$ cat config.mk
export PLATFORM = sky130hd
export DESIGN_NAME = switch_config_command_and_irq_regs
export DESIGN_NICKNAME = d
export VERILOG_FILES = /design/src/switch_config_pkg.sv /design/src/switch_config_command_and_irq_regs.sv
export VERILOG_INCLUDE_DIRS = /design/src
export SDC_FILE = /design/constraint.sdc
export NUM_CORES = 1
export LEC_CHECK = 0
export ABC_CLOCK_PERIOD_IN_PS = 5670
export BUFFER_PORTS_ARGS = -buffer_cell sky130_fd_sc_hd__buf_4
export CAP_MARGIN = 10
export CORE_ASPECT_RATIO = 1.5
export CORE_MARGIN = 5
export CORE_UTILIZATION = 36
export DETAILED_ROUTE_END_ITERATION = 12
export GPL_TIMING_DRIVEN = 1
export SLEW_MARGIN = 20
export SYNTH_ARGS = -nofsm -noshare
export SYNTH_HDL_FRONTEND = slang
export SYNTH_SLANG_ARGS = --single-unit
export TNS_END_PERCENT = 1
$ cat constraint.sdc
create_clock -name core_clk -period 5.67 [get_ports core_clk]
set_clock_uncertainty 0.05 [all_clocks]
set_input_delay 0.567 -clock core_clk [delete_from_list [all_inputs] [get_ports core_clk]]
set_output_delay 0.567 -clock core_clk [all_outputs]
set_load 0.03 [all_outputs]
$ cat src/switch_config_params.svh
// register offsets, field positions, reset values and timing counts of the config block
`ifndef SWITCH_CONFIG_PARAMS_SVH
`define SWITCH_CONFIG_PARAMS_SVH
`define OFS_CMD_ONE 5'h08
`define OFS_CMD_TWO 5'h0A
`define OFS_MSG 5'h0C
`define OFS_ISTA 5'h0E
`define OFS_ESTA_A 5'h10
`define OFS_ESTA_B 5'h11
`define OFS_IMASK 5'h12
`define OFS_EMASK_A 5'h14
`define OFS_EMASK_B 5'h15
`define OFS_GPIN 5'h16
`define OFS_GIN_ONE 5'h04
`define OFS_GIN_TWO 5'h05
`define OFS_SPA 5'h00
`define OFS_DPA 5'h02
`define OFS_TSV 5'h1E
`define RST_IMASK 8'h3D
`define RST_EMASK_A 8'h3F
`define RST_EMASK_B 8'hFF
`define RST_RANGE 4'h1
`define BIT_RDY 0
`define BIT_NFC 1
`define BIT_TSA 2
`define BIT_GPIO 3
`define BIT_ER1 4
`define BIT_ER2 5
`define BIT_STR 6
`define BIT_ANALOG_PLL_LOCK 7
`define BIT_PLLFAIL 6
`define CLK_MHZ 10
`define GAP_SHORT_NS 20
`define GAP_LONG_NS 300
`define GAP_SHORT_CYC (((`GAP_SHORT_NS * `CLK_MHZ) + 999) / 1000)
`define GAP_LONG_CYC (((`GAP_LONG_NS * `CLK_MHZ) + 999) / 1000)
`endif

$ cat src/switch_config_pkg.sv
// types shared by the config command block
`default_nettype none
package switch_config_pkg;
  typedef enum logic [3:0] {
    OP_NOP = 4'h0, OP_EXTFREQ = 4'h1, OP_PARALLEL = 4'h2, OP_IRQPIN = 4'h3,
    OP_STANDBY = 4'h4, OP_LOOP = 4'h5, OP_FRAME = 4'h6, OP_CLOCK = 4'h7,
    OP_RANGE = 4'h8, OP_RDCFG = 4'h9, OP_RDCLK = 4'hA, OP_RDLINE = 4'hB,
    OP_RDHBUS = 4'hC, OP_RDSHIFT = 4'hD, OP_RSVD = 4'hE, OP_SWRESET = 4'hF
  } cmd_two_e;
  typedef enum logic [3:0] {
    OP1_STREAM = 4'hE, OP1_SHIFT = 4'hF
  } cmd_one_e;
endpackage
`default_nettype wire

$ cat src/switch_config_command_and_irq_regs.sv
// configuration command decoder, status and mask registers of the switching device
`timescale 1ns/1ps
`default_nettype none
`include "switch_config_params.svh"
// Summary of operation
// RL1 - host keeps stream source and destination distinct
// RL2 - stream command: mode, establish/release, release all
// RL3 - bit shift from general input one, target select
// RL4 - command two: code low, info high; 0000 idles
// RL5 - external frequency first; bit0 picks 32/16 MHz
// RL6 - fallback failure sets pll and source flags
// RL7 - valid clock clears flags; host toggles fallback
// RL8 - improved pll start issued once after power-up
// RL9 - parallel mode uses first eight lines
// RL10 - interrupt pin polarity, open drain, gap length
// RL11 - standby enables pcm and bus outputs
// RL12 - pcm loop and bus loop enables
// RL13 - aux clock line as framed signal
// RL14 - aux clock line as clock signal
// RL15 - one-hot data rate range ored together
// RL16 - host sets data rate range once
// RL17 - read configuration picks one of sixteen
// RL18 - read clock line, line rate, shift settings
// RL19 - software reset held while bit0 set
// RL20 - main status ready, full, arrived, stream, lock
// RL21 - change flags for error registers and inputs
// RL22 - mask bit zero lets flag raise interrupt
// RL23 - read results land in time-slot value register
// RL24 - reserved code changes nothing
// RL25 - host waits for ready before next command
module switch_config_command_and_irq_regs (
  input wire logic core_clk,
  input wire logic sys_rst,
  input wire logic [4:0] regAddr,
  input wire logic [7:0] regWrData,
  input wire logic regWrStrobe,
  input wire logic regRdStrobe,
  output logic [7:0] regRdData,
  input wire logic commandReady,
  input wire logic connectionsFull,
  input wire logic timeslotArrived,
  input wire logic analogPllLock,
  input wire logic [5:0] clockFailA,
  input wire logic [7:0] clockFailB,
  input wire logic [7:0] portInputs,
  input wire logic wideInterface,
  output logic interruptRequestOut,
  output logic interruptRequestOe,
  output logic extFreqHalf,
  output logic fallbackEnable,
  output logic pllImproved,
  output logic parallelMode,
  output logic pcmEnable,
  output logic busEnable,
  output logic pcmClockSlave,
  output logic pcmLoop,
  output logic busLoop,
  output logic [3:0] rateRange,
  output logic [7:0] auxClockEnable,
  output logic [7:0] auxClockFrame,
  output logic [7:0] auxClockInvert,
  output logic streamActive,
  output logic [1:0] streamMode,
  output logic [3:0] shiftTarget,
  output logic [7:0] shiftValue,
  output logic softReset
);

  ////////////////////////////////////////////////////////////////////////////
  // write decode
  function automatic logic hit(input logic [4:0] a, input logic [4:0] ofs);
    hit = (a == ofs);
  endfunction

  logic wrCmdTwo;
  logic wrCmdOne;
  logic [3:0] code;
  logic [3:0] info;
  assign wrCmdTwo = regWrStrobe && hit(regAddr, `OFS_CMD_TWO);
  assign wrCmdOne = regWrStrobe && hit(regAddr, `OFS_CMD_ONE);
  assign code = regWrData[3:0]; // RL4
  assign info = regWrData[7:4]; // RL4

  logic [7:0] cmdTwo_q, cmdOne_q, msg_q, imask_q, emaskA_q, emaskB_q;
  logic [7:0] ginOne_q, ginTwo_q, spa_q, dpa_q;
  // plain storage registers written by the host
  always_ff @(posedge core_clk or posedge sys_rst)
  begin
    if (sys_rst)
    begin
      cmdTwo_q <= 8'h00;
      cmdOne_q <= 8'h00;
      msg_q <= 8'h00;
      imask_q <= `RST_IMASK; // RL22
      emaskA_q <= `RST_EMASK_A; // RL22
      emaskB_q <= `RST_EMASK_B; // RL22
      ginOne_q <= 8'h00;
      ginTwo_q <= 8'h00;
      spa_q <= 8'h00;
      dpa_q <= 8'h00;
    end
    else if (regWrStrobe)
    begin
      case (regAddr)
        `OFS_CMD_TWO: cmdTwo_q <= regWrData;
        `OFS_CMD_ONE: cmdOne_q <= regWrData;
        `OFS_MSG: msg_q <= regWrData;
        `OFS_IMASK: imask_q <= regWrData & 8'h3D;
        `OFS_EMASK_A: emaskA_q <= regWrData & 8'h3F;
        `OFS_EMASK_B: emaskB_q <= regWrData;
        `OFS_GIN_ONE: ginOne_q <= regWrData;
        `OFS_GIN_TWO: ginTwo_q <= regWrData;
        `OFS_SPA: spa_q <= regWrData;
        `OFS_DPA: dpa_q <= regWrData;
        default: ;
      endcase
    end
  end

  ////////////////////////////////////////////////////////////////////////////
  // command register one tail: stream switch and bit shift
  logic [7:0] shiftIn_q;
  always_ff @(posedge core_clk or posedge sys_rst)
  begin
    if (sys_rst)
    begin
      streamActive <= 1'b0;
      streamMode <= 2'h0;
      shiftTarget <= 4'h0;
      shiftValue <= 8'h00;
      shiftIn_q <= 8'h00;
    end
    else if (wrCmdOne && code == switch_config_pkg::OP1_STREAM)
    begin
      // source and destination equality is the host's burden, not checked
      if (info[3])
        streamActive <= 1'b0; // RL2
      else
      begin
        streamMode <= info[1:0]; // RL2
        streamActive <= info[2]; // RL2
      end
    end
    else if (wrCmdOne && code == switch_config_pkg::OP1_SHIFT)
    begin
      shiftValue <= ginOne_q; // RL3
      shiftTarget <= 4'h1 << info[1:0]; // RL3
      if (info[1:0] != 2'h2)
        shiftIn_q <= ginOne_q;
    end
  end

  ////////////////////////////////////////////////////////////////////////////
  // command register two: configuration state
  logic [2:0] irqCfg_q;
  logic [3:0] standby_q;
  logic [7:0] auxSel;
  assign auxSel = 8'h01 << info[2:0];
  always_ff @(posedge core_clk or posedge sys_rst)
  begin
    if (sys_rst)
    begin
      extFreqHalf <= 1'b0;
      fallbackEnable <= 1'b0;
      pllImproved <= 1'b0;
      parallelMode <= 1'b0;
      irqCfg_q <= 3'h0;
      standby_q <= 4'h0;
      pcmLoop <= 1'b0;
      busLoop <= 1'b0;
      rateRange <= `RST_RANGE;
      auxClockEnable <= 8'h00;
      auxClockFrame <= 8'h00;
      auxClockInvert <= 8'h00;
      softReset <= 1'b0;
    end
    else if (wrCmdTwo)
    begin
      case (code)
        switch_config_pkg::OP_EXTFREQ:
        begin
          extFreqHalf <= info[0]; // RL5
          fallbackEnable <= info[1]; // RL7
          if (info[2])
            pllImproved <= 1'b1; // RL8
        end
        switch_config_pkg::OP_PARALLEL: parallelMode <= info[0]; // RL9
        switch_config_pkg::OP_IRQPIN: irqCfg_q <= info[2:0]; // RL10
        switch_config_pkg::OP_STANDBY: standby_q <= info; // RL11
        switch_config_pkg::OP_LOOP:
        begin
          pcmLoop <= info[0]; // RL12
          busLoop <= info[1]; // RL12
        end
        switch_config_pkg::OP_FRAME:
        begin
          auxClockEnable <= auxClockEnable | auxSel; // RL13
          auxClockFrame <= auxClockFrame | auxSel; // RL13
          auxClockInvert <= info[3] ? (auxClockInvert | auxSel) : (auxClockInvert & ~auxSel);
        end
        switch_config_pkg::OP_CLOCK:
        begin
          auxClockEnable <= auxClockEnable | auxSel; // RL14
          auxClockFrame <= auxClockFrame & ~auxSel; // RL14
        end
        switch_config_pkg::OP_RANGE: rateRange <= info; // RL15
        switch_config_pkg::OP_SWRESET: softReset <= info[0]; // RL19
        default: ; // RL24
      endcase
    end
  end

  // standby outputs follow the stored standby field
  assign pcmEnable = standby_q[0]; // RL11
  assign busEnable = standby_q[1]; // RL11
  assign pcmClockSlave = standby_q[3];

  ////////////////////////////////////////////////////////////////////////////
  // read commands load the time-slot value register
  logic [7:0] tsv_q;
  logic tsvNew;
  function automatic logic [7:0] cfgSel(input logic [3:0] s);
    case (s)
      4'hA: cfgSel = {7'h00, extFreqHalf};
      4'hB: cfgSel = {7'h00, parallelMode};
      4'hC: cfgSel = {5'h00, irqCfg_q};
      4'hD: cfgSel = {6'h00, standby_q[1:0]};
      4'hE: cfgSel = {6'h00, busLoop, pcmLoop};
      4'hF: cfgSel = {4'h0, rateRange};
      4'h9: cfgSel = {6'h00, fallbackEnable, 1'b0};
      default: cfgSel = 8'h00;
    endcase
  endfunction
  always_ff @(posedge core_clk or posedge sys_rst)
  begin
    if (sys_rst)
    begin
      tsv_q <= 8'h00;
      tsvNew <= 1'b0;
    end
    else
    begin
      tsvNew <= 1'b0;
      if (wrCmdTwo)
      begin
        tsvNew <= 1'b1;
        case (code)
          switch_config_pkg::OP_RDCFG: tsv_q <= cfgSel(info); // RL17
          switch_config_pkg::OP_RDCLK:
            tsv_q <= {7'h00, auxClockFrame[info[2:0]]}; // RL18
          switch_config_pkg::OP_RDLINE: tsv_q <= {4'h0, rateRange}; // RL18
          switch_config_pkg::OP_RDHBUS: tsv_q <= {4'h0, rateRange}; // RL18
          switch_config_pkg::OP_RDSHIFT:
            tsv_q <= info[0] ? shiftValue : shiftIn_q; // RL23
          default: tsvNew <= 1'b0;
        endcase
      end
    end
  end

  ////////////////////////////////////////////////////////////////////////////
  // error status: live failures, pll flag joins any failure under fallback
  logic [7:0] estaA_q, estaB_q, gpin_q;
  logic [7:0] estaBNext;
  logic anyFail;
  assign anyFail = (|clockFailA) || (|clockFailB);
  always_comb
  begin
    estaBNext = clockFailB;
    if (fallbackEnable && anyFail)
      estaBNext[`BIT_PLLFAIL] = 1'b1; // RL6
  end
  logic [7:0] ista_q;
  logic [7:0] istaEvents;
  always_comb
  begin
    istaEvents = 8'h00;
    istaEvents[`BIT_ER1] = (estaA_q != {2'b00, clockFailA}); // RL21
    istaEvents[`BIT_ER2] = wideInterface ? 1'b0 : (estaB_q != estaBNext); // RL21
    istaEvents[`BIT_GPIO] = (gpin_q != portInputs); // RL21
  end
  logic rdIsta;
  assign rdIsta = regRdStrobe && hit(regAddr, `OFS_ISTA);
  always_ff @(posedge core_clk or posedge sys_rst)
  begin
    if (sys_rst)
    begin
      estaA_q <= 8'h00;
      estaB_q <= 8'h00;
      gpin_q <= 8'h00;
      ista_q <= 8'h00;
    end
    else
    begin
      // flags follow the clocks both ways, so recovery clears them
      estaA_q <= {2'b00, clockFailA}; // RL6 RL7
      estaB_q <= estaBNext; // RL7
      gpin_q <= portInputs;
      // change flags clear on read; a new event in that cycle wins
      ista_q[`BIT_ER1] <= istaEvents[`BIT_ER1] | (ista_q[`BIT_ER1] & ~rdIsta);
      ista_q[`BIT_ER2] <= istaEvents[`BIT_ER2] | (ista_q[`BIT_ER2] & ~rdIsta);
      ista_q[`BIT_GPIO] <= istaEvents[`BIT_GPIO] | (ista_q[`BIT_GPIO] & ~rdIsta);
      ista_q[`BIT_TSA] <= tsvNew | timeslotArrived
        | (ista_q[`BIT_TSA] & ~(regRdStrobe && hit(regAddr, `OFS_TSV))); // RL20
      ista_q[`BIT_RDY] <= commandReady; // RL20
      ista_q[`BIT_NFC] <= connectionsFull; // RL20
      ista_q[`BIT_STR] <= streamActive; // RL20
      ista_q[`BIT_ANALOG_PLL_LOCK] <= analogPllLock; // RL20
    end
  end

  ////////////////////////////////////////////////////////////////////////////
  // interrupt pin with minimum inactive gap
  localparam logic [5:0] GAP_SHORT = 6'(`GAP_SHORT_CYC);
  localparam logic [5:0] GAP_LONG = 6'(`GAP_LONG_CYC);
  logic pending;
  logic irqActive_q;
  logic [5:0] gap_q;
  assign pending = |(ista_q & ~imask_q) || |(estaA_q & ~emaskA_q)
    || |(estaB_q & ~emaskB_q); // RL22
  always_ff @(posedge core_clk or posedge sys_rst)
  begin
    if (sys_rst)
    begin
      irqActive_q <= 1'b0;
      gap_q <= 6'h00;
    end
    else if (irqActive_q && !pending)
    begin
      irqActive_q <= 1'b0;
      gap_q <= irqCfg_q[2] ? GAP_LONG : GAP_SHORT; // RL10
    end
    else if (gap_q != 6'h00)
      gap_q <= gap_q - 6'h01;
    else if (pending)
      irqActive_q <= 1'b1;
  end
  // polarity and drive style; open drain pulls low only when active
  always_ff @(posedge core_clk or posedge sys_rst)
  begin
    if (sys_rst)
    begin
      interruptRequestOut <= 1'b1;
      interruptRequestOe <= 1'b0;
    end
    else
    begin
      case (irqCfg_q[1:0])
        2'h1:
        begin
          interruptRequestOut <= irqActive_q; // RL10
          interruptRequestOe <= 1'b1;
        end
        2'h2:
        begin
          interruptRequestOut <= 1'b0; // RL10
          interruptRequestOe <= irqActive_q;
        end
        default:
        begin
          interruptRequestOut <= ~irqActive_q; // RL10
          interruptRequestOe <= 1'b1;
        end
      endcase
    end
  end

  ////////////////////////////////////////////////////////////////////////////
  // read port, data one cycle after the strobe
  always_ff @(posedge core_clk or posedge sys_rst)
  begin
    if (sys_rst)
      regRdData <= 8'h00;
    else if (regRdStrobe)
    begin
      case (regAddr)
        `OFS_CMD_TWO: regRdData <= cmdTwo_q;
        `OFS_CMD_ONE: regRdData <= cmdOne_q;
        `OFS_MSG: regRdData <= msg_q;
        `OFS_ISTA: regRdData <= ista_q;
        `OFS_ESTA_A: regRdData <= estaA_q;
        `OFS_ESTA_B: regRdData <= estaB_q;
        `OFS_IMASK: regRdData <= imask_q;
        `OFS_EMASK_A: regRdData <= emaskA_q;
        `OFS_EMASK_B: regRdData <= emaskB_q;
        `OFS_GPIN: regRdData <= gpin_q;
        `OFS_GIN_ONE: regRdData <= ginOne_q;
        `OFS_GIN_TWO: regRdData <= ginTwo_q;
        `OFS_SPA: regRdData <= spa_q;
        `OFS_DPA: regRdData <= dpa_q;
        `OFS_TSV: regRdData <= tsv_q; // RL23
        default: regRdData <= 8'h00;
      endcase
    end
    else
      regRdData <= 8'h00;
  end

endmodule
`default_nettype wire

==> results.json, run 1 <==
{
  "status": "finished clean",
  "diodes": 0,
  "via_per_inst": 5.49,
  "gp_congestion": 0.905,
  "ios": 107,
  "ctsHoldBuffers": 0,
  "synth_top_cell_by_area": "dfrtp_1",
  "cp.required_ns": 5.93,
  "die_x_um": 140,
  "reg2reg_setup_slack_ns": 3.44,
  "portBuffers": 106,
  "path_cells": "buf_4, and4bb_2, and2_1, o2111ai_1, a221oi_1, a2bb2oi_1",
  "maxSlewViolCount": 0,
  "area_delta_synth_final_pct": 18.1,
  "tightest_slew_ns": 1.03,
  "grt_pass1_vias": 6777,
  "cts-buffers-inserted": 17,
  "cts.sinks": 195,
  "grt_max_degree": 159,
  "hold_class": "primary input to flop",
  "cp_slowest_cell": "o2111ai_1",
  "syn_area_um2": 9080,
  "ys_warn_count": 0,
  "critPathArrivalTime_ns": 2.75,
  "p_per_area_nw_per_um2": 307,
  "pre_cts_slack_ns": 2.74,
  "die_y_um": 205,
  "r2r_cells": 5,
  "synth_cells": 748,
  "fin_util_pct": 43.0,
  "finalCriticalPeriod_ns": 2.49,
  "layout-drive-gt1-share_pct": 34.5,
  "critPathKind": "primary input to flop",
  "dp_hpwl_um": 19400,
  "clock-root-buffer": "clkbuf_16",
  "ys_seq_area_share_pct": 54.0,
  "clock_path_buffers": 2,
  "r2r_start": "emaskB_q[6]",
  "drtIter0Drc": 431,
  "ys_types": 73,
  "avgSynthCellArea_um2": 12.1,
  "drc": 0,
  "cp-endpoint": "tsv_q[0]",
  "rows": 71,
  "critPathLaunch": "regAddr[0]",
  "power.leakage_nw": 4.94,
  "tritoncts": "built",
  "grt_pass1_wl_um": 41600,
  "path_buf_inv": 1,
  "cts-resized-gates": 0,
  "place_inst": 1143,
  "timing.final.hold_violations": 0,
  "critPathLaunchType": "primary input",
  "r2r_end": "gap_q[1]",
  "cts_setup_buffers": 0,
  "detail_route.wl_per_cell_um": 22.8,
  "crit_cells": 6,
  "rsz0062_at_grt": "no",
  "wirelength_um": 26800,
  "vias": 6456,
  "finalSetupTns_ns": 0,
  "track_usage_pct": 19.0,
  "synthArstFlopShare_pct": 100,
  "synth_fp_nets": 796,
  "antenna_found_initial": 0,
  "path_clk_slew_ns": 0.08,
  "fin_nets": 882,
  "die-area_um2": 28600,
  "end_kind": "flop",
  "fin_crit_sh_pct": 43.8,
  "drt_pass1_iterations": 5,
  "synth_seq_cells": 195,
  "core_um2": 25000,
  "cap_violations": 0,
  "ys.flop_type": "dfrtp_1",
  "slew_headroom_pct": 30.5,
  "crit_family": "compound AO/OA/AOI/OAI gates",
  "fin_cells": 1175,
  "synth-edff-count": 0,
  "n_fill_cell": 2298,
  "crit_path_max_incr_delay_ns": 0.62,
  "antenna_left": 0,
  "fmax_mhz": 402,
  "synthTopCellsByArea": "dfrtp_1 (48%), mux2_2 (11%), dfstp_2 (6.1%), a22oi_1 (3.1%), mux2_1 (2.5%)",
  "cts_max_level": 4,
  "start_util_pct": 36.4,
  "yosysTopAreaCellShare_pct": 47.9,
  "overflow": 0,
  "setup_viol": 0,
  "clk_latency_ns": 0.44,
  "cp_max_fo": 20,
  "peakVddDrop_mv": 0.216,
  "finalWorstSetupSlack_ns": 3.18
}
-- how the worst min path moves through the flow --
stage                      start  slack (ns)        end  cells past startpoint
floorplan                 tsvNew        0.37  ista_q[2]                      1
global placement    streamActive        0.37  ista_q[6]                      0
detailed placement  streamActive        0.37  ista_q[6]                      0
CTS                 commandReady        0.16  ista_q[0]                      1
global route        commandReady        0.17  ista_q[0]                      1
finish              commandReady        0.18  ista_q[0]                      1
-- per-stage QoR --
step	hold WS [ns]	total power, W	instance area [um^2]
floorplan	0.367	0.00196	9080
global placement	0.372	0.00210	10100
detailed placement	0.366	0.00211	10100
CTS	0.162	0.00333	10700
global route	0.165	0.00345	10700
finish	0.178	0.00330	10700
-- where the power goes --
| group | switching (W) | internal [W] | total (W) |
|---|---|---|---|
| logic | 0.000214 | 0.000194 | 0.000408 |
| registers | 0.000121 | 0.00156 | 0.00168 |
| clock network | 0.000584 | 0.000627 | 0.00121 |
-- worst reg2reg max path, stage by stage, from the launching register on --
cell and delay, ns:
dfstp_2 0.55, nand2b_1 0.12, o2111ai_1 0.11, nor4_1 0.48, and4_1 0.44, mux2_2 0.36
-- flip-flops by register name, summed over array words and instances, names as in the netlist, 8 cells and up, named ones only --
signal	count
tsv_q	8
ista_q	8
regRdData	8
shiftValue	8
spa_q	8
emaskB_q	8
dpa_q	8
ginOne_q	8
ginTwo_q	8
shiftIn_q	8
auxClockEnable	8
msg_q	8
cmdTwo_q	8
cmdOne_q	8
gpin_q	8
estaB_q	8
-- cells in the mapped netlist (4+ instances only) --
master,instances
a21oi_1,12
a22oi_1,38
nand3_1,15
o22ai_1,6
mux4_2,4
a22o_1,4
and2_1,5
o31ai_1,7
xor2_1,17
o21ai_0,10
mux2_2,92
nor2b_1,8
clkbuf_1,24
and3_1,6
dfrtp_1,174
nand3b_1,6
mux2_4,8
mux2_1,20
inv_1,22
xnor2_1,8
a31oi_1,5
nor3_2,6
nor2_1,21
mux2i_1,11
nand4_1,6
a221oi_1,4
dfstp_2,21
ha_1,4
nand2b_1,19
nor3_1,10
buf_2,12
a32oi_1,4
nand2_1,60
nor4_1,12
-- final cells by class --
class	count	area [um^2]	area share (%)
clock buffers	17	425	3.97
well taps	328	410	3.83
repair buffers	108	823	7.68
multi-input cells	490	3910	36.4
clock inverters	15	169	1.57
flip-flops and latches	195	4910	45.7
inverters	22	86.3	0.805
-- cell usage in the layout, fill, tap and decap left out, drive strengths merged, types with 5 or more instances in the layout --
cell and instances:
nor2 25, a22oi 38, dfstp 21, nand3b 6, nand2 64, and3 6, nand3 16, o22ai 6
mux2 120, inv 27, nand4 7, o31ai 7, and2 5, nor4 12, clkbuf 17, a21oi 12
buf 108, nor3 18, nor2b 8, clkinv 8, nand2b 19, o21ai 13, dfrtp 174, xnor2 8
xor2 17, a31oi 5, mux2i 11
-- cells by family (layout without fill, tap and decap cells) --
| family | count (synthesis) | count (layout) | synth area share, % |
|---|---|---|---|
| compound gates | 122 | 122 | 9.80 |
| xor+xnor | 25 | 25 | 2.41 |
| fa+ha+maj | 4 | 4 | 0.551 |
| buf+inv | 63 | 162 | 2.98 |
| flops | 195 | 195 | 54.0 |
| mux | 135 | 135 | 17.4 |
| simple gates | 204 | 204 | 12.8 |
-- per-layer routing --
layer / vias up / track usage (%) / routed length (um) / part of all wire [%]
met5: - / 0 / 0 / 0
met4: 0 / 10.8 / 1550 / 5.8
met3: 72 / 3.88 / 1310 / 4.9
met2: 221 / 32.4 / 13500 / 50
met1: 3250 / 22.4 / 10500 / 39
li1: 2913 / - / - / -
No activity file was read; power rests on OpenSTA's default activity.
==> inputs of run 2 (changes only) <==
ABC_AREA = 1   (was unset)
ABC_CLOCK_PERIOD_IN_PS = 2100   (was 5670)
clock period = 2.1 ns   (was 5.67 ns; I/O delays follow)
==> results.json, run 2 <==
{
  "die-area_um2": 28500,
  "antenna_found_initial": 0,
  "rows": 71,
  "ys.flop_type": "dfrtp_1",
  "mostFrequentLayoutCell": "nand2_1",
  "ys_seq_area_share_pct": 54.2,
  "via_per_inst": 4.81,
  "p_clk_share_pct": 35.8,
  "dp_hpwl_um": 20800,
  "status": "finished clean",
  "syn_area_um2": 9060,
  "detail_route.wl_per_cell_um": 17.0,
  "layout_common_cells": "nand2_1 (404), dfrtp_1 (174), buf_4 (126)",
  "synthArstFlopShare_pct": 100,
  "grt_pass1_wl_um": 44100,
  "antenna_left": 0,
  "grt_max_degree": 72,
  "switching_share_pct": 29.0,
  "fin_util_pct": 45.0,
  "ios": 107,
  "finalCriticalPeriod_ns": 1.81,
  "area_delta_synth_final_pct": 24.0,
  "critPathLaunch": "regWrData[1]",
  "yosysMostFrequentCell": "nand2_1",
  "critPathKind": "primary input to flop",
  "finalWorstSetupSlack_ns": 0.290,
  "cts.sinks": 195,
  "gp_congestion": 0.919,
  "cts_max_level": 4,
  "n_fill_cell": 2493,
  "fin_nets": 1330,
  "ys_warn_count": 0,
  "portBuffers": 106,
  "synth-edff-count": 0,
  "vias": 7801,
  "maxSlewViolCount": 0,
  "drtIter0Drc": 492,
  "power_switching_w": 0.00261,
  "slew_headroom_pct": 64.1,
  "power.leakage_nw": 5.58,
  "fmax_mhz": 552,
  "synthTopCellsByCount": "nand2_1 (404), dfrtp_1 (174), o21ai_1 (118)",
  "path_clk_slew_ns": 0.08,
  "track_usage_pct": 19.9,
  "layout-drive-gt1-share_pct": 17.7,
  "setup_viol": 0,
  "ys_types": 37,
  "synth_fp_nets": 1176,
  "synth_top_cell_by_area": "dfrtp_1",
  "drt_pass1_iterations": 5,
  "tritoncts": "built",
  "p_seq_share_pct": 50.0,
  "wirelength_um": 27500,
  "place_inst": 1559,
  "clock-root-buffer": "clkbuf_16",
  "synth_cells": 1128,
  "end_kind": "flop",
  "fin_cells": 1623,
  "hp-start": "regWrData[5]",
  "critPathLaunchType": "primary input",
  "p_comb_share_pct": 14.2,
  "overflow": 0,
  "rsz0062_at_grt": "no",
  "clk_latency_ns": 0.44,
  "cap_violations": 0,
  "cts-buffers-inserted": 17,
  "core_um2": 25000,
  "die_y_um": 204,
  "grt_pass1_vias": 8136,
  "clock_path_buffers": 2,
  "synthTopCellsByArea": "dfrtp_1 (48%), nand2_1 (17%), o21ai_1 (6.5%), dfstp_2 (6.1%), nor2_1 (4.5%)",
  "cp.required_ns": 2.44,
  "cp_max_fo": 12,
  "fin_crit_sh_pct": 86.2,
  "start_util_pct": 36.3,
  "timing.final.hold_violations": 0,
  "synth_seq_cells": 195,
  "tightest_slew_ns": 0.537,
  "yosysTopAreaCellShare_pct": 48.1,
  "seqCellArea_um2": 4910,
  "cts_setup_buffers": 0,
  "diodes": 0,
  "pre_cts_slack_ns": 0.282,
  "die_x_um": 140,
  "p_per_area_nw_per_um2": 800,
  "r2r_start": "emaskA_q[0]",
  "hold_class": "primary input to flop",
  "critPathArrivalTime_ns": 2.15,
  "p_int_w": 0.00638,
  "drc": 0,
  "peakVddDrop_mv": 0.599,
  "multiInputGateArea_um2": 3590,
  "avgSynthCellArea_um2": 8.03
}
## run 2: cells by family (layout without fill, tap and decap cells)
family          Yosys count  count (layout)  share of synthesized area [%]
fa+ha+maj                 4               4                          0.553
xor+xnor                 18              18                           1.74
buf+inv                 138             305                           6.16
simple gates            589             589                           26.7
compound gates          184             184                           10.7
flops                   195             195                           54.2
## run 2: critical path, cell delays in order
cell           delay (ns)
dlygate4sd3_1        0.55
buf_4                0.17
inv_2                0.24
nand2_1              0.16
nor2_2               0.27
nand2_1              0.15
nand3_1              0.12
nor2_1               0.05
nand3_1              0.12
nand2_1              0.06
inv_1                0.05
## run 2: layout make-up
class	instances	share of cell area, %
repair buffers	161	11.8
inverters	112	3.78
clock inverters	15	1.31
flip-flops and latches	195	43.7
clock buffers	17	3.79
well taps	328	3.65
multi-input cells	795	32.0
## run 2: metrics by stage
stage | power [W] | hold slack [ns] | instance area (um^2) | setup TNS (ns)
2_1_floorplan | 0.00532 | 0.191 | 9060 | -115.65
3_3_place_gp | 0.00576 | 0.210 | 10300 | 0
3_5_place_dp | 0.00580 | 0.210 | 10300 | 0
4_1_cts | 0.00905 | 0.00508 | 11200 | 0
5_1_grt | 0.00944 | 0.0277 | 11200 | 0
6_report | 0.00899 | 0.0170 | 11200 | 0
## run 2: worst paths after layout
check,endpoint,slack [ns],cells after the start
max in group asynchronous,rateRange[0],0.96,4
min in group asynchronous,regRdData[6],0.30,3
worst min-delay path,cmdTwo_q[5],0.02,3
worst max register to register,gap_q[1],0.38,10
worst max-delay path,tsv_q[0],0.29,11
worst min register to register,ista_q[6],0.36,0
## run 2: timing repair
| action | 4_1_cts | 5_1_grt |
|---|---|---|
| gates resized for setup | 0 | 0 |
| hold buffers | 32 | 0 |
| hold endpoints to repair | 39 | 0 |
## run 2: layer usage
metal  wire length, um  track usage (%)
met4              1340             9.83
met3              1210             3.82
met1             11400             23.5
met2             13600             34.6
met5                 0                0
## run 2: power groups by stage
stage	clock network, W	registers [W]	logic [W]
global route	0.00345	0.00454	0.00146
floorplan	0	0.00452	0.000808
detailed placement	0	0.00456	0.00124
global placement	0	0.00454	0.00121
finish	0.00322	0.00449	0.00128
CTS	0.00327	0.00449	0.00129
==> inputs of run 3 (changes only) <==
ABC_AREA = unset   (was 1)
ABC_CLOCK_PERIOD_IN_PS = unset   (was 2100)
==> results.json, run 3 (synthesized netlist as in run 1, its figures left out) <==
{
  "r2r_cells": 5,
  "drt_pass1_iterations": 7,
  "hold_class": "primary input to flop",
  "detail_route.wl_per_cell_um": 22.4,
  "cp_max_fo": 3,
  "r2r_start": "imask_q[3]",
  "clock-root-buffer": "clkbuf_16",
  "mostFrequentLayoutCell": "dfrtp_1",
  "critPathLaunch": "imask_q[3]",
  "cts.sinks": 195,
  "cts_setup_buffers": 0,
  "layout-drive-gt1-share_pct": 37.7,
  "die_x_um": 140,
  "dp_hpwl_um": 21100,
  "rows": 71,
  "p_per_area_nw_per_um2": 800,
  "n_fill_cell": 2319,
  "critPathArrivalTime_ns": 2.24,
  "wirelength_um": 28300,
  "seqCellArea_um2": 4910,
  "fin_nets": 972,
  "vias": 6856,
  "fin_crit_sh_pct": 93.7,
  "finalWorstSetupSlack_ns": 0.133,
  "hp-start": "regWrData[2]",
  "antenna_left": 0,
  "rsz0062_at_grt": "no",
  "fin_cells": 1265,
  "power.leakage_nw": 5.39,
  "critPathLaunchType": "flop",
  "tritoncts": "built",
  "die_y_um": 205,
  "maxSlewViolCount": 0,
  "path_clk_slew_ns": 0.07,
  "fmax_mhz": 508,
  "cts-buffers-inserted": 17,
  "antenna_found_initial": 0,
  "via_per_inst": 5.42,
  "timing.final.hold_violations": 0,
  "cts_max_level": 4,
  "holdPathStages": 3,
  "r2r_end": "gap_q[1]",
  "multiInputGateArea_um2": 3910,
  "status": "finished clean",
  "power_w": 0.00923,
  "core_um2": 25000,
  "peakVddDrop_mv": 0.601,
  "hold_ws_ns": 0.0491,
  "reg2reg_setup_slack_ns": 0.13,
  "area_delta_synth_final_pct": 27.1,
  "ios": 107,
  "cp.required_ns": 2.37,
  "overflow": 0,
  "track_usage_pct": 20.1,
  "start_util_pct": 36.4,
  "slew_headroom_pct": 54.3,
  "die-area_um2": 28600,
  "grt_pass1_vias": 7165,
  "end_kind": "flop",
  "portBuffers": 106,
  "drc": 0,
  "layout_common_cells": "dfrtp_1 (174), buf_4 (166), mux2_2 (92)",
  "critPathKind": "flop to flop",
  "finalCriticalPeriod_ns": 1.97,
  "grt_pass1_wl_um": 43800,
  "cap_violations": 0,
  "place_inst": 1205,
  "diodes": 0,
  "drtIter0Drc": 541,
  "setup_viol": 0,
  "clock_path_buffers": 2,
  "clk_latency_ns": 0.44,
  "fin_util_pct": 46.2,
  "pre_cts_slack_ns": 0.129,
  "gp_congestion": 0.937,
  "grt_max_degree": 52,
  "tightest_slew_ns": 0.684,
  "cp-endpoint": "gap_q[1]"
}
run 3: cell count changes in the layout (fill, tap and decap cells not counted), moves of 35 or more:
cell,delta
nand2_1,-344
o21ai_1,-115
mux2_2,+92
nor2_1,-88
inv_1,-78
buf_4,+40
a22oi_1,+35
run 3: worst min-delay path by stage:
| stage | end | slack [ns] |
|---|---|---|
| final | cmdTwo_q[2] | 0.05 |
| after global placement | estaB_q[1] | 0.16 |
| after floorplan | estaA_q[0] | 0.19 |
| after detailed placement | estaB_q[1] | 0.16 |
| after global routing | ista_q[2] | 0.05 |
| after CTS | cmdTwo_q[2] | 0.03 |
run 3: cell type report:
type	count	area share, %
Sequential cell	195	42.5
Multi-Input combinational cell	490	33.9
Timing Repair Buffer	198	13.9
Clock buffer	22	4.11
Tap cell	328	3.56
Clock inverter	10	1.27
Inverter	22	0.748
run 3: layer usage:
layer  share of wire, %  vias up  global-route usage, %  routed length (um)
met5                  0        -                      0                   0
met3                4.4       82                   3.55                1250
met1                 39     3463                   23.9               11100
met2                 51      244                   34.5               14400
li1                   -     3067                      -                   -
met4                5.7        0                   11.0                1610
run 3: power breakdown:
group          internal [W]  total, W  switching, W
logic              0.000613   0.00124      0.000630
clock network       0.00199   0.00344       0.00145
registers           0.00421   0.00454      0.000337
run 3: what timing repair did:
action | 4_1_cts | 5_1_grt
endpoints found under the hold margin | 35 | 0
hold buffers | 28 | 0
endpoints found under the setup margin | 0 | 1
resized for setup | 0 | 1
run 3: worst max-delay path: stages, from the launching register on:
cell,delay [ns]
dfstp_2,0.58
o22ai_1,0.12
nor4_1,0.37
buf_4,0.18
and4_1,0.22
mux2_2,0.33
run 3: per-stage QoR:
| stage | cell area (um^2) | TNS [ns] |
|---|---|---|
| 3_5_place_dp | 10600 | 0 |
| 2_1_floorplan | 9080 | -115.65 |
| 4_1_cts | 11500 | 0 |
| 6_report | 11500 | 0 |
| 3_3_place_gp | 10600 | 0 |
| 5_1_grt | 11500 | 0 |
